**src/hdl/host_port_pkg.sv**
```systemverilog
// Package: constants and carriers for the host bus port and bank decode
package host_port_pkg;
  // ----------------------------------------
  // Address space
  // ----------------------------------------
  localparam int ADDR_W = 12;
  localparam int DATA_W = 8;
  localparam int BANK_W = 3;
  localparam int LOC_W = 9;
  localparam int BANK_LSB = 9;
  localparam int BANK_COUNT = 8;
  localparam logic [ADDR_W-1:0] GLOBAL_LO = 12'h000;
  localparam logic [ADDR_W-1:0] GLOBAL_HI = 12'h007;
  localparam logic [ADDR_W-1:0] LINE1_LO = 12'h400;
  localparam logic [ADDR_W-1:0] LINE1_HI = 12'h406;
  localparam logic [ADDR_W-1:0] FRAMER1_LO = 12'h600;
  localparam logic [ADDR_W-1:0] FRAMER1_HI = 12'h6a6;
  localparam logic [ADDR_W-1:0] FRAMER1_LO2 = 12'h6e0;
  localparam logic [ADDR_W-1:0] FRAMER1_HI2 = 12'h6ff;
  localparam logic [ADDR_W-1:0] LINK1_LO = 12'h800;
  localparam logic [ADDR_W-1:0] LINK1_HI = 12'h80e;
  localparam logic [ADDR_W-1:0] LINE2_LO = 12'ha00;
  localparam logic [ADDR_W-1:0] LINE2_HI = 12'ha06;
  localparam logic [ADDR_W-1:0] FRAMER2_LO = 12'hc00;
  localparam logic [ADDR_W-1:0] FRAMER2_HI = 12'hca6;
  localparam logic [ADDR_W-1:0] FRAMER2_LO2 = 12'hce0;
  localparam logic [ADDR_W-1:0] FRAMER2_HI2 = 12'hcff;
  localparam logic [ADDR_W-1:0] LINK2_LO = 12'he00;
  localparam logic [ADDR_W-1:0] LINK2_HI = 12'he0e;
  localparam logic [ADDR_W-1:0] GLOBAL_INT_ADDR = 12'h000;
  localparam logic [ADDR_W-1:0] GLOBAL_CFG4_ADDR = 12'h004;
  localparam int INT_POL_BIT = 6;
  localparam logic [DATA_W-1:0] ZERO_BYTE = 8'h00;
  // ----------------------------------------
  // Timing
  // ----------------------------------------
  localparam int CLK_MHZ = 100;
  localparam int REF_KHZ = 2048;
  localparam int REF_DIV = (CLK_MHZ * 1000) / (2 * REF_KHZ);
  localparam int REF_W = 6;
  localparam int NO_WAIT_MHZ = 33;
  localparam int ABSENT_LIMIT = 64;
  localparam int ABS_W = 7;
  // ----------------------------------------
  // Carriers
  // ----------------------------------------
  typedef enum logic [2:0] {
    BANK_GLOBAL, BANK_RESERVED, BANK_LINE1, BANK_FRAMER1,
    BANK_LINK1, BANK_LINE2, BANK_FRAMER2, BANK_LINK2
  } bank_type;
  typedef struct packed {
    logic bus_mux;
    logic strobe_rw;
    logic chip_sel_n;
    logic addr_latch;
    logic write_or_data_strobe_n;
    logic rd_rw;
    logic [ADDR_W-1:0] addr_pins;
    logic [DATA_W-1:0] ad_pins;
  } host_pins_type;
  typedef struct packed {
    logic valid;
    logic write;
    bank_type bank;
    logic [LOC_W-1:0] loc;
    logic in_range;
    logic [DATA_W-1:0] wdata;
  } reg_access_type;
endpackage

```
**src/hdl/sync3.sv**
```systemverilog
// Three-stage input synchroniser with agreement filter
`timescale 1ns/1ps
module sync3
  import host_port_pkg::*;
#(
  parameter int WIDTH = 1,
  // Idle level of each pin, so that leaving reset shows no false edge or strobe
  parameter logic [WIDTH-1:0] RESET_VALUE = '0
)
(
  // Clock and reset
  input wire logic clk_in,
  input wire logic rst_in,
  // Pins
  input wire logic [WIDTH-1:0] async_in,
  output logic [WIDTH-1:0] level_out
);
  typedef struct packed {
    logic [WIDTH-1:0] s1;
    logic [WIDTH-1:0] s2;
    logic [WIDTH-1:0] s3;
    logic [WIDTH-1:0] level;
  } sync_state_type;
  sync_state_type state;
  sync_state_type next_state;

  always_comb
  begin
    next_state = state;
    next_state.s1 = async_in;
    next_state.s2 = state.s1;
    next_state.s3 = state.s2;
    // Only bits where stages two and three agree move
    for (int i = 0; i < WIDTH; i++)
    begin
      if (state.s2[i] == state.s3[i])
      begin
        next_state.level[i] = state.s3[i];
      end
    end
  end

  always_ff @(posedge clk_in)
  begin
    if (rst_in)
    begin
      state <= '{s1: RESET_VALUE, s2: RESET_VALUE, s3: RESET_VALUE, level: RESET_VALUE};
    end
    else
    begin
      state <= next_state;
    end
  end

  assign level_out = state.level;
endmodule

```
**src/hdl/host_bus_port.sv**
```systemverilog
// Host bus port: strobe modes, bank decode, acknowledge and interrupt timing
`timescale 1ns/1ps
module host_bus_port
  import host_port_pkg::*;
(
  // Clock and reset
  input wire logic clk_in,
  input wire logic rst_in,
  // Host bus pins
  input wire host_pins_type pins_in,
  input wire logic host_bus_clock_in,
  input wire logic [DATA_W-1:0] read_data_in,
  output logic [DATA_W-1:0] ad_out,
  output logic ad_oe_n_out,
  output logic ready_ack_out,
  output logic ready_ack_oe_n_out,
  // Interrupt timing and alarm sources
  input wire logic recovered_line_clock_in,
  input wire logic alarm_event_in,
  input wire logic alarm_status_read_in,
  output logic interrupt_out,
  // Register access toward the blocks
  output reg_access_type access_out,
  output logic stray_write_out
);
  // ----------------------------------------
  // Synchronised pins
  // ----------------------------------------
  localparam int SYNC_W = $bits(host_pins_type) + 4;
  localparam logic [SYNC_W-1:0] SYNC_IDLE = {host_pins_type'{chip_sel_n: 1'b1, write_or_data_strobe_n: 1'b1, rd_rw: 1'b1, default: '0}, 4'h0};
  logic [SYNC_W-1:0] sync_level;
  host_pins_type p;
  logic host_bus_clock_s;
  logic rlck_s;
  logic alarm_s;
  logic stat_rd_s;

  sync3 #(.WIDTH(SYNC_W), .RESET_VALUE(SYNC_IDLE)) pin_sync (
    .clk_in(clk_in),
    .rst_in(rst_in),
    .async_in({pins_in, host_bus_clock_in, recovered_line_clock_in, alarm_event_in, alarm_status_read_in}),
    .level_out(sync_level)
  );
  assign p = sync_level[SYNC_W-1:4];
  assign host_bus_clock_s = sync_level[3];
  assign rlck_s = sync_level[2];
  assign alarm_s = sync_level[1];
  assign stat_rd_s = sync_level[0];

  // ----------------------------------------
  // Decode helpers
  // ----------------------------------------
  function automatic logic in_span(input logic [ADDR_W-1:0] a, input logic [ADDR_W-1:0] lo,
                                   input logic [ADDR_W-1:0] hi);
    in_span = (a >= lo) && (a <= hi);
  endfunction

  function automatic logic addr_defined(input logic [ADDR_W-1:0] a);
    addr_defined = in_span(a, GLOBAL_LO, GLOBAL_HI)
      || in_span(a, LINE1_LO, LINE1_HI) || in_span(a, LINE2_LO, LINE2_HI)
      || in_span(a, FRAMER1_LO, FRAMER1_HI) || in_span(a, FRAMER1_LO2, FRAMER1_HI2)
      || in_span(a, FRAMER2_LO, FRAMER2_HI) || in_span(a, FRAMER2_LO2, FRAMER2_HI2)
      || in_span(a, LINK1_LO, LINK1_HI) || in_span(a, LINK2_LO, LINK2_HI);
  endfunction

  // ----------------------------------------
  // State
  // ----------------------------------------
  typedef enum logic [1:0] {IDLE, ACTIVE, DONE} phase_type;
  typedef struct packed {
    phase_type phase;
    logic [ADDR_W-1:0] addr;
    logic as_prev;
    logic host_bus_clock_prev;
    logic rlck_prev;
    logic alarm_prev;
    logic [REF_W-1:0] ref_cnt;
    logic [ABS_W-1:0] absent_cnt;
    logic [ABS_W-1:0] host_absent_cnt;
    logic int_pol_low;
    logic int_pending;
    logic int_level;
    logic global_read;
    logic ack;
    logic ack_drive;
    logic [DATA_W-1:0] rdata;
    logic data_drive;
    reg_access_type acc;
    logic stray;
  } port_state_type;
  port_state_type s;
  port_state_type next_s;

  logic strobe_on;
  logic cycle_write;
  logic [ADDR_W-1:0] cur_addr;
  logic int_tick;

  always_comb
  begin
    next_s = s;
    next_s.as_prev = p.addr_latch;
    next_s.host_bus_clock_prev = host_bus_clock_s;
    next_s.rlck_prev = rlck_s;
    next_s.alarm_prev = alarm_s;
    next_s.acc.valid = 1'b0;
    if (p.strobe_rw)
    begin
      strobe_on = !p.chip_sel_n && (!p.write_or_data_strobe_n || !p.rd_rw);
      cycle_write = !p.write_or_data_strobe_n;
    end
    else
    begin
      strobe_on = !p.chip_sel_n && !p.write_or_data_strobe_n;
      cycle_write = !p.rd_rw;
    end
    // muxed address latched on falling strobe, split bus enabled while low
    if (p.bus_mux)
    begin
      if (s.as_prev && !p.addr_latch)
      begin
        next_s.addr = {p.addr_pins[ADDR_W-1:DATA_W], p.ad_pins};
      end
      cur_addr = s.addr;
    end
    else
    begin
      cur_addr = p.addr_pins;
    end
    case (s.phase)
      IDLE:
      begin
        if (strobe_on)
        begin
          next_s.phase = ACTIVE;
          next_s.acc.valid = 1'b1;
          next_s.acc.write = cycle_write;
          // bank from top bits, location from low bits
          next_s.acc.bank = bank_type'(cur_addr[ADDR_W-1:BANK_LSB]);
          next_s.acc.loc = cur_addr[LOC_W-1:0];
          next_s.acc.in_range = addr_defined(cur_addr);
          next_s.acc.wdata = p.ad_pins;
          next_s.rdata = cycle_write ? ZERO_BYTE : read_data_in;
          next_s.data_drive = !cycle_write;
          next_s.global_read = !cycle_write && cur_addr == GLOBAL_INT_ADDR;
          if (cycle_write && cur_addr == GLOBAL_CFG4_ADDR)
          begin
            next_s.int_pol_low = p.ad_pins[INT_POL_BIT];
          end
          // nonzero writes to bank one or to undefined addresses flagged as stray
          if (cycle_write && (!addr_defined(cur_addr) || cur_addr[ADDR_W-1:BANK_LSB] == BANK_W'(BANK_RESERVED))
              && p.ad_pins != ZERO_BYTE)
          begin
            next_s.stray = 1'b1;
          end
        end
      end
      ACTIVE:
      begin
        next_s.phase = DONE;
      end
      DONE:
      begin
        if (!strobe_on)
        begin
          next_s.phase = IDLE;
          next_s.data_drive = 1'b0;
        end
      end
      default:
      begin
        next_s.phase = IDLE;
      end
    endcase
    next_s.ack_drive = !p.chip_sel_n;
    if (p.strobe_rw)
    begin
      // ready raised on a host clock rising edge, at once when no host clock runs
      if (s.phase == DONE && strobe_on && (host_bus_clock_s && !s.host_bus_clock_prev || s.host_absent_cnt == ABS_W'(ABSENT_LIMIT)))
        next_s.ack = 1'b1;
      else if (!strobe_on)
        next_s.ack = 1'b0;
    end
    else
    begin
      // acknowledge follows chip select and data strobe once the cycle has left IDLE
      next_s.ack = s.phase != IDLE && strobe_on;
    end
    // line clock presence watchdog and fallback tick every REF_DIV (24) cycles, about 4.17 MHz
    if (rlck_s != s.rlck_prev)
      next_s.absent_cnt = '0;
    else if (s.absent_cnt != ABS_W'(ABSENT_LIMIT))
      next_s.absent_cnt = s.absent_cnt + 1'b1;
    if (host_bus_clock_s != s.host_bus_clock_prev)
      next_s.host_absent_cnt = '0;
    else if (s.host_absent_cnt != ABS_W'(ABSENT_LIMIT))
      next_s.host_absent_cnt = s.host_absent_cnt + 1'b1;
    next_s.ref_cnt = (s.ref_cnt == REF_W'(REF_DIV - 1)) ? '0 : s.ref_cnt + 1'b1;
    int_tick = (s.absent_cnt == ABS_W'(ABSENT_LIMIT)) ? s.ref_cnt == '0 : (rlck_s && !s.rlck_prev);
    // one assertion per alarm activation, set wins over clear
    if (alarm_s && !s.alarm_prev)
    begin
      next_s.int_pending = 1'b1;
    end
    else if (s.global_read && stat_rd_s)
    begin
      next_s.int_pending = 1'b0;
      next_s.global_read = 1'b0;
    end
    // interrupt level changes only on the timing tick; a polarity write moves the pin at once
    if (int_tick)
    begin
      next_s.int_level = s.int_pending;
    end
  end

  always_ff @(posedge clk_in)
  begin
    if (rst_in)
    begin
      s <= '0;
    end
    else
    begin
      s <= next_s;
    end
  end

  // ----------------------------------------
  // Outputs
  // ----------------------------------------
  assign ad_out = s.rdata;
  assign ad_oe_n_out = !s.data_drive;
  // ready active high, acknowledge active low
  assign ready_ack_out = p.strobe_rw ? s.ack : !s.ack;
  assign ready_ack_oe_n_out = !s.ack_drive;
  assign interrupt_out = s.int_level ^ s.int_pol_low;
  assign access_out = s.acc;
  assign stray_write_out = s.stray;

  // ----------------------------------------
  // Checks
  // ----------------------------------------
  bank_index_a: assert property (@(posedge clk_in) disable iff (rst_in)
    s.acc.valid |-> s.acc.bank == bank_type'($past(cur_addr[ADDR_W-1:BANK_LSB])))
    else $error("bank index mismatch");
  global_range_a: assert property (@(posedge clk_in) disable iff (rst_in)
    s.acc.valid && s.acc.bank == BANK_GLOBAL && s.acc.loc <= LOC_W'(GLOBAL_HI) |-> s.acc.in_range)
    else $error("global register not decoded");
  reserved_bank_a: assert property (@(posedge clk_in) disable iff (rst_in)
    s.acc.valid && s.acc.bank == BANK_RESERVED |-> !s.acc.in_range)
    else $error("reserved bank decoded");
  int_polarity_a: assert property (@(posedge clk_in) disable iff (rst_in)
    $changed(s.int_pol_low) |-> $past(s.phase == IDLE && strobe_on && cycle_write && cur_addr == GLOBAL_CFG4_ADDR))
    else $error("interrupt polarity wrong");
  no_wait_a: assert property (@(posedge clk_in) disable iff (rst_in)
    s.acc.valid |=> s.phase == DONE)
    else $error("access not finished");
  ack_strobe_a: assert property (@(posedge clk_in) disable iff (rst_in)
    !p.strobe_rw && !strobe_on |=> !s.ack)
    else $error("acknowledge held without strobe");
  ready_clock_a: assert property (@(posedge clk_in) disable iff (rst_in)
    p.strobe_rw && $rose(s.ack) |-> $past(host_bus_clock_s) && !$past(s.host_bus_clock_prev) || $past(s.host_absent_cnt) == ABS_W'(ABSENT_LIMIT))
    else $error("ready not on host clock edge");
  int_tick_a: assert property (@(posedge clk_in) disable iff (rst_in)
    $changed(s.int_level) |-> $past(int_tick))
    else $error("interrupt moved off tick");
endmodule

```
**config.mk**
```make
export PLATFORM = sky130hd
export DESIGN_NAME = host_bus_port
export DESIGN_NICKNAME = d
export VERILOG_FILES = /design/src/hdl/host_port_pkg.sv /design/src/hdl/sync3.sv /design/src/hdl/host_bus_port.sv
export SDC_FILE = /design/constraint.sdc
export NUM_CORES = 1
export LEC_CHECK = 0
export BUFFER_PORTS_ARGS = -buffer_cell sky130_fd_sc_hd__buf_4
export CORE_ASPECT_RATIO = 0.9
export CORE_UTILIZATION = 50
export CTS_CLUSTER_DIAMETER = 40
export DETAILED_ROUTE_END_ITERATION = 7
export PLACE_DENSITY = 0.65
export SETUP_SLACK_MARGIN = 0.1
export SLEW_MARGIN = 20
export SYNTH_ARGS = -nofsm -noshare
export SYNTH_HDL_FRONTEND = slang
export SYNTH_HIERARCHICAL = 1
export SYNTH_SLANG_ARGS = --single-unit
export TNS_END_PERCENT = 20
```
**constraint.sdc**
```tcl
create_clock -name clk_in -period 5.75 [get_ports clk_in]
set_clock_uncertainty 0.2 [all_clocks]
set_input_delay 1.15 -clock clk_in [delete_from_list [all_inputs] [get_ports clk_in]]
set_output_delay 1.15 -clock clk_in [all_outputs]
set_load 0.01 [all_outputs]
```
# Yosys cells after proc, flatten, opt, wreduce, memory -nomap -nowiden
# Index checks and enable logic that the tools add are counted.
# W data, S select, Z words.
# totals
regBits	197
inputBits	40
out_inout_bits	36
wordCells	208
# classes
add_sub_neg	3
order_cmp	18
eq_ne	44
muxes	21
n_bitwise	2
reduce_logical	63
# op_table
op	count
$ge A12 B12 Y1 const B	5
$le A12 B12 Y1 const B	5
$ge A12 B11 Y1 const B	3
$le A12 B11 Y1 const B	3
$eq A1 B1 Y1	30
$mux W25	1
$logic_and A1 B1 Y1	23
$add A7 B1 Y7 const B	2
$eq A7 B7 Y1 const B	2
$mux W1	14
$ne A7 B7 Y1 const B	2
$eq A12 B3 Y1 const B	1
$ge A12 B1 Y1 const B	1
$le A12 B3 Y1 const B	1
$logic_not A1 Y1	12
$logic_not A12 Y1	1
$mux W12	1
$logic_or A1 B1 Y1	11
$reduce_and A3 Y1	3
$mux W8	1
$reduce_bool A8 Y1	1
$reduce_or A2 Y1	4
$add A6 B1 Y6 const B	1
$eq A6 B5 Y1 const B	1
15 further kinds	22

# Depth between registers and ports, before layout
# logic_depth
word_depth	18
depth_mapped	8
ltp_nobuf	6

# Cells and area by module
# The synthesis kept the hierarchy.
# by_module_without_submodules
module	instances	cells_per_inst	area_per_inst_um2	seq_area_each_um2
sync3	1	343	3682.3	2402.3
host_bus_port	1	421	3638.5	1541.5

# Worst setup path before layout
# No wires, ideal clock.
# synth_path
path_kind	input-to-reg
startpoint	input port rst_in
endpoint	register s[36] (netlist name)
setup_time_ns	0.128
t_arrival_ns	1.758
required_time_ns	5.422
path_slack_ns	3.665
stages	3
path_buffers	2
path_cell_list	clkbuf_1 buf_1 nor2_1
# synth_lines
item	line_no	text
start, declared	host_bus_port.sv:8	input wire logic rst_in,
end signal, assigned	host_bus_port.sv:225	s <= next_s;
end, declared	host_bus_port.sv:91	port_state_type s;
# No word-level cell between the ends.

# Worst setup path in the final report
# layout_path
startpoint	register pin_sync.state, in the netlist pin_sync/level_out[28]
endpoint	register s[35] (netlist name)
# layout_between
elab_chain_cells	7
elab_cells_between_ends	8
classes_between	mux: 6; reduce/logical: 2
# layout_rtl
item	line_no	text
start, declared	sync3.sv:24	sync_state_type state;
start signal, assigned	sync3.sv:47	state <= '{s1: RESET_VALUE, s2: RESET_VALUE, s3: RESET_VALUE, level: RESET_VALUE};
start signal, assigned	sync3.sv:51	state <= next_state;
$mux W1	host_bus_port.sv:107	if (p.strobe_rw)
$logic_not A1 Y1	host_bus_port.sv:145	next_s.global_read = !cycle_write && cur_addr == GLOBAL_INT_ADDR;
$logic_and A1 B1 Y1	host_bus_port.sv:145	
$mux W1 (*)	host_bus_port.sv:133	if (strobe_on)
$mux W1 (*)	host_bus_port.sv:130	case (s.phase)
$mux W1	host_bus_port.sv:205	else if (s.global_read && stat_rd_s)
$mux W1 (*)	host_bus_port.sv:201	if (alarm_s && !s.alarm_prev)
# Every way passes the cells marked *; elsewhere a longest branch is shown, timed or not.
# A chain may end at the register's enable or synchronous reset.

==> results_dict.tcl <==
set metrics [dict create \
    die_w_um 130 \
    relSlewSlack 0.395 \
    rsz0062_at_grt "no" \
    syn_avg_cell_area_um2 9.58 \
    ir_drop_mv 0.229 \
    r2r_slack_ps 3140 \
    num_vias 4786 \
    total_power_mw 2.68 \
    final_hold_viol_count 0 \
    worstMarginPinSlew_ps 908 \
    cts_buffers 17 \
    via_per_inst 4.92 \
    slowest_delay_ps 800 \
    fin_hold_ws_ps 203 \
    tritoncts "yes" \
    syn_area_um2 7320 \
    cts_root_buf "clkbuf_16" \
    grt_pass1_wl_um 21000 \
    place_hpwl_um 8830 \
    fillers 1271 \
    synth_async_sr_flop_share 0 \
    min_path_type "reg2reg" \
    yosysSeqAreaShare 0.539 \
    syn-num-nets 812 \
    fp.dieArea_um2 15100 \
    cp-start-kind "flip-flop" \
    max_freq_mhz 384 \
    period_needed_ps 2610 \
    postCtsResizedCells 0 \
    cp.arrival_ps 2750 \
    track_usage 0.182 \
    die_h_um 117 \
    cts.sinks 197 \
    antenna_found_initial 0 \
    crit_family "compound AO/OA/AOI/OAI gates" \
    final_nets 815 \
    tns_ps 0 \
    grt_pass1_vias 4403 \
    drtPass1Iterations 4 \
    required_ps 5890 \
    h-tree-depth 4 \
    wl_per_cell_um 13.3 \
    detail-route-antenna-nets 0 \
    crit_buf_inv 0 \
    synth_ff_type "dfxtp_1" \
    slowest_stage "a2111o_1" \
    max_cap_violations 0 \
    area_growth_pct 11.3 \
    gp_congestion 0.803 \
    grt_max_degree 96 \
    cts.path.max_buffers 2 \
    clk_pin_slew_ps 70 \
    crit_fanout 24 \
    crit_type "reg2reg" \
    postCtsSetupBuffers 0 \
    io_pins 76 \
    ys_types 48 \
    num_rows 41 \
    end_kind "flip-flop" \
    clock_latency_ps 430 \
    grt.overflow.total 0 \
    coreArea_um2 14200 \
    outcome "finished, final reports clean" \
    setup_violations 0 \
    ys_seq_elements 197 \
    synth_warnings 6 \
    final-max-slew-violation-count 0 \
    p_leak_nw 3.18 \
    syn_inst 764 \
    drive_gt1_frac 0.146 \
    drt-initial-drc-count 256 \
    fin_crit_sh 0.453 \
    antenna_cells 0 \
    cts_hold_buf 0 \
    path_cells "nand2b_2 > a2111o_1 > nor4_4 > a32oi_1 > a311oi_1" \
    synth_edf_count 0 \
    drt-total-wl_um 12900 \
    drc 0 \
    pwr_density_cell_nw_per_um2 329 \
    numPortBuffers 75 \
    start_util 0.517 \
]
==> routing by layer <==
metal	wire (µm)	GRT usage	vias to the layer above
met3	517	0.0464	14
li1	-	-	2511
met2	5550	0.279	92
met1	6660	0.244	2169
met4	196	0.0814	0
met5	0	0	-
==> path summary, 6_finish.rpt <==
check	from	endpoint	cells after the start
worst min-delay path	pin_sync/next_state[85]	pin_sync/next_state[55]	1
worst max-delay path	pin_sync/level_out[28]	s[35]	5
worst min register to register	pin_sync/next_state[85]	pin_sync/next_state[55]	1
worst max register to register	pin_sync/level_out[28]	s[35]	5
==> cells in the final DEF (no fill, tap or decap), drive strengths merged, types with 2 or more instances in the layout <==
cell type	n
or2	9
nand2	60
inv	22
a21oi	58
nor4	5
o221ai	2
dfxtp	197
nand3	20
o21bai	3
a311oi	3
a32oi	2
bufinv	2
mux2	2
a41o	2
xor2	11
clkinv	4
nor3b	5
a211oi	15
nor2	65
nand2b	3
nand3b	3
nor2b	88
o21ai	30
xnor2	11
mux2i	24
clkbuf	18
buf	78
and3	3
ha	8
nor3	11
o22ai	3
==> cell usage after synthesis (all sizes together), types with 2 or more instances <==
cell	instances	area share
or2	9	0.0077
and3	3	0.0026
nand3b	3	0.0031
inv	14	0.0072
nor4	5	0.0063
a32oi	2	0.0024
a211oi	15	0.015
nor2b	88	0.075
o22ai	3	0.0026
xor2	11	0.013
o221ai	2	0.0024
nand2b	3	0.0029
xnor2	11	0.013
ha	8	0.014
dfxtp	197	0.54
o21bai	3	0.0031
clkbuf	16	0.0082
o21ai	30	0.021
nor3	11	0.0075
a21oi	58	0.040
a41o	2	0.0027
mux2	2	0.0031
a311oi	3	0.0036
nor3b	5	0.0051
mux2i	24	0.033
buf	78	0.075
nand2	60	0.031
nor2	65	0.033
nand3	20	0.014
==> kinds of logic after synthesis <==
logic type      share of synthesized area
xor+xnor                           0.0263
buf+inv                            0.0904
fa+ha+maj                          0.0137
compound gates                      0.102
flops                               0.539
mux                                0.0359
simple gates                        0.193
==> per-stage QoR <==
step                area (µm²)  std cells  utilization  setup slack (ps)
CTS                       8150        973        0.575              3110
detailed placement        7560        941        0.534              2880
floorplan                 7320        764            -              3660
global placement          7560        941        0.534              2930
finish                    8150        973        0.575              3140
global route              8150        973        0.575              2910
==> sequential cells by signal, summed over array words and instances (netlist names) <==
name,flops
pin_sync/level_out,30
stray_write_out,1
access_out,23
pin_sync/state,30
s,45
ad_out,8
pin_sync/next_state,60
==> power breakdown <==
group | internal [mW] | switching [mW] | total, mW
Sequential | 1.40 | 0.0168 | 1.41
Clock | 0.655 | 0.530 | 1.19
Combinational | 0.0420 | 0.0394 | 0.0814
Total | 2.09 | 0.587 | 2.68
==> area by class of cell <==
cell class,instances,area (µm²),share of cell area
multi-input cells,459,2720,0.334
well taps,193,241,0.0296
inverters,14,52.6,0.00645
flip-flops and latches,197,3940,0.484
repair buffers,78,598,0.0734
clock inverters,14,161,0.0198
clock buffers,18,429,0.0527
==> worst reg2reg max path, delay by kind of cell, from the launching register on <==
kind / cells / cell delay (ps)
compound gates: 3 / 1220
simple gates: 2 / 590
flops: 1 / 500
(Power assumes the default switching activity.)
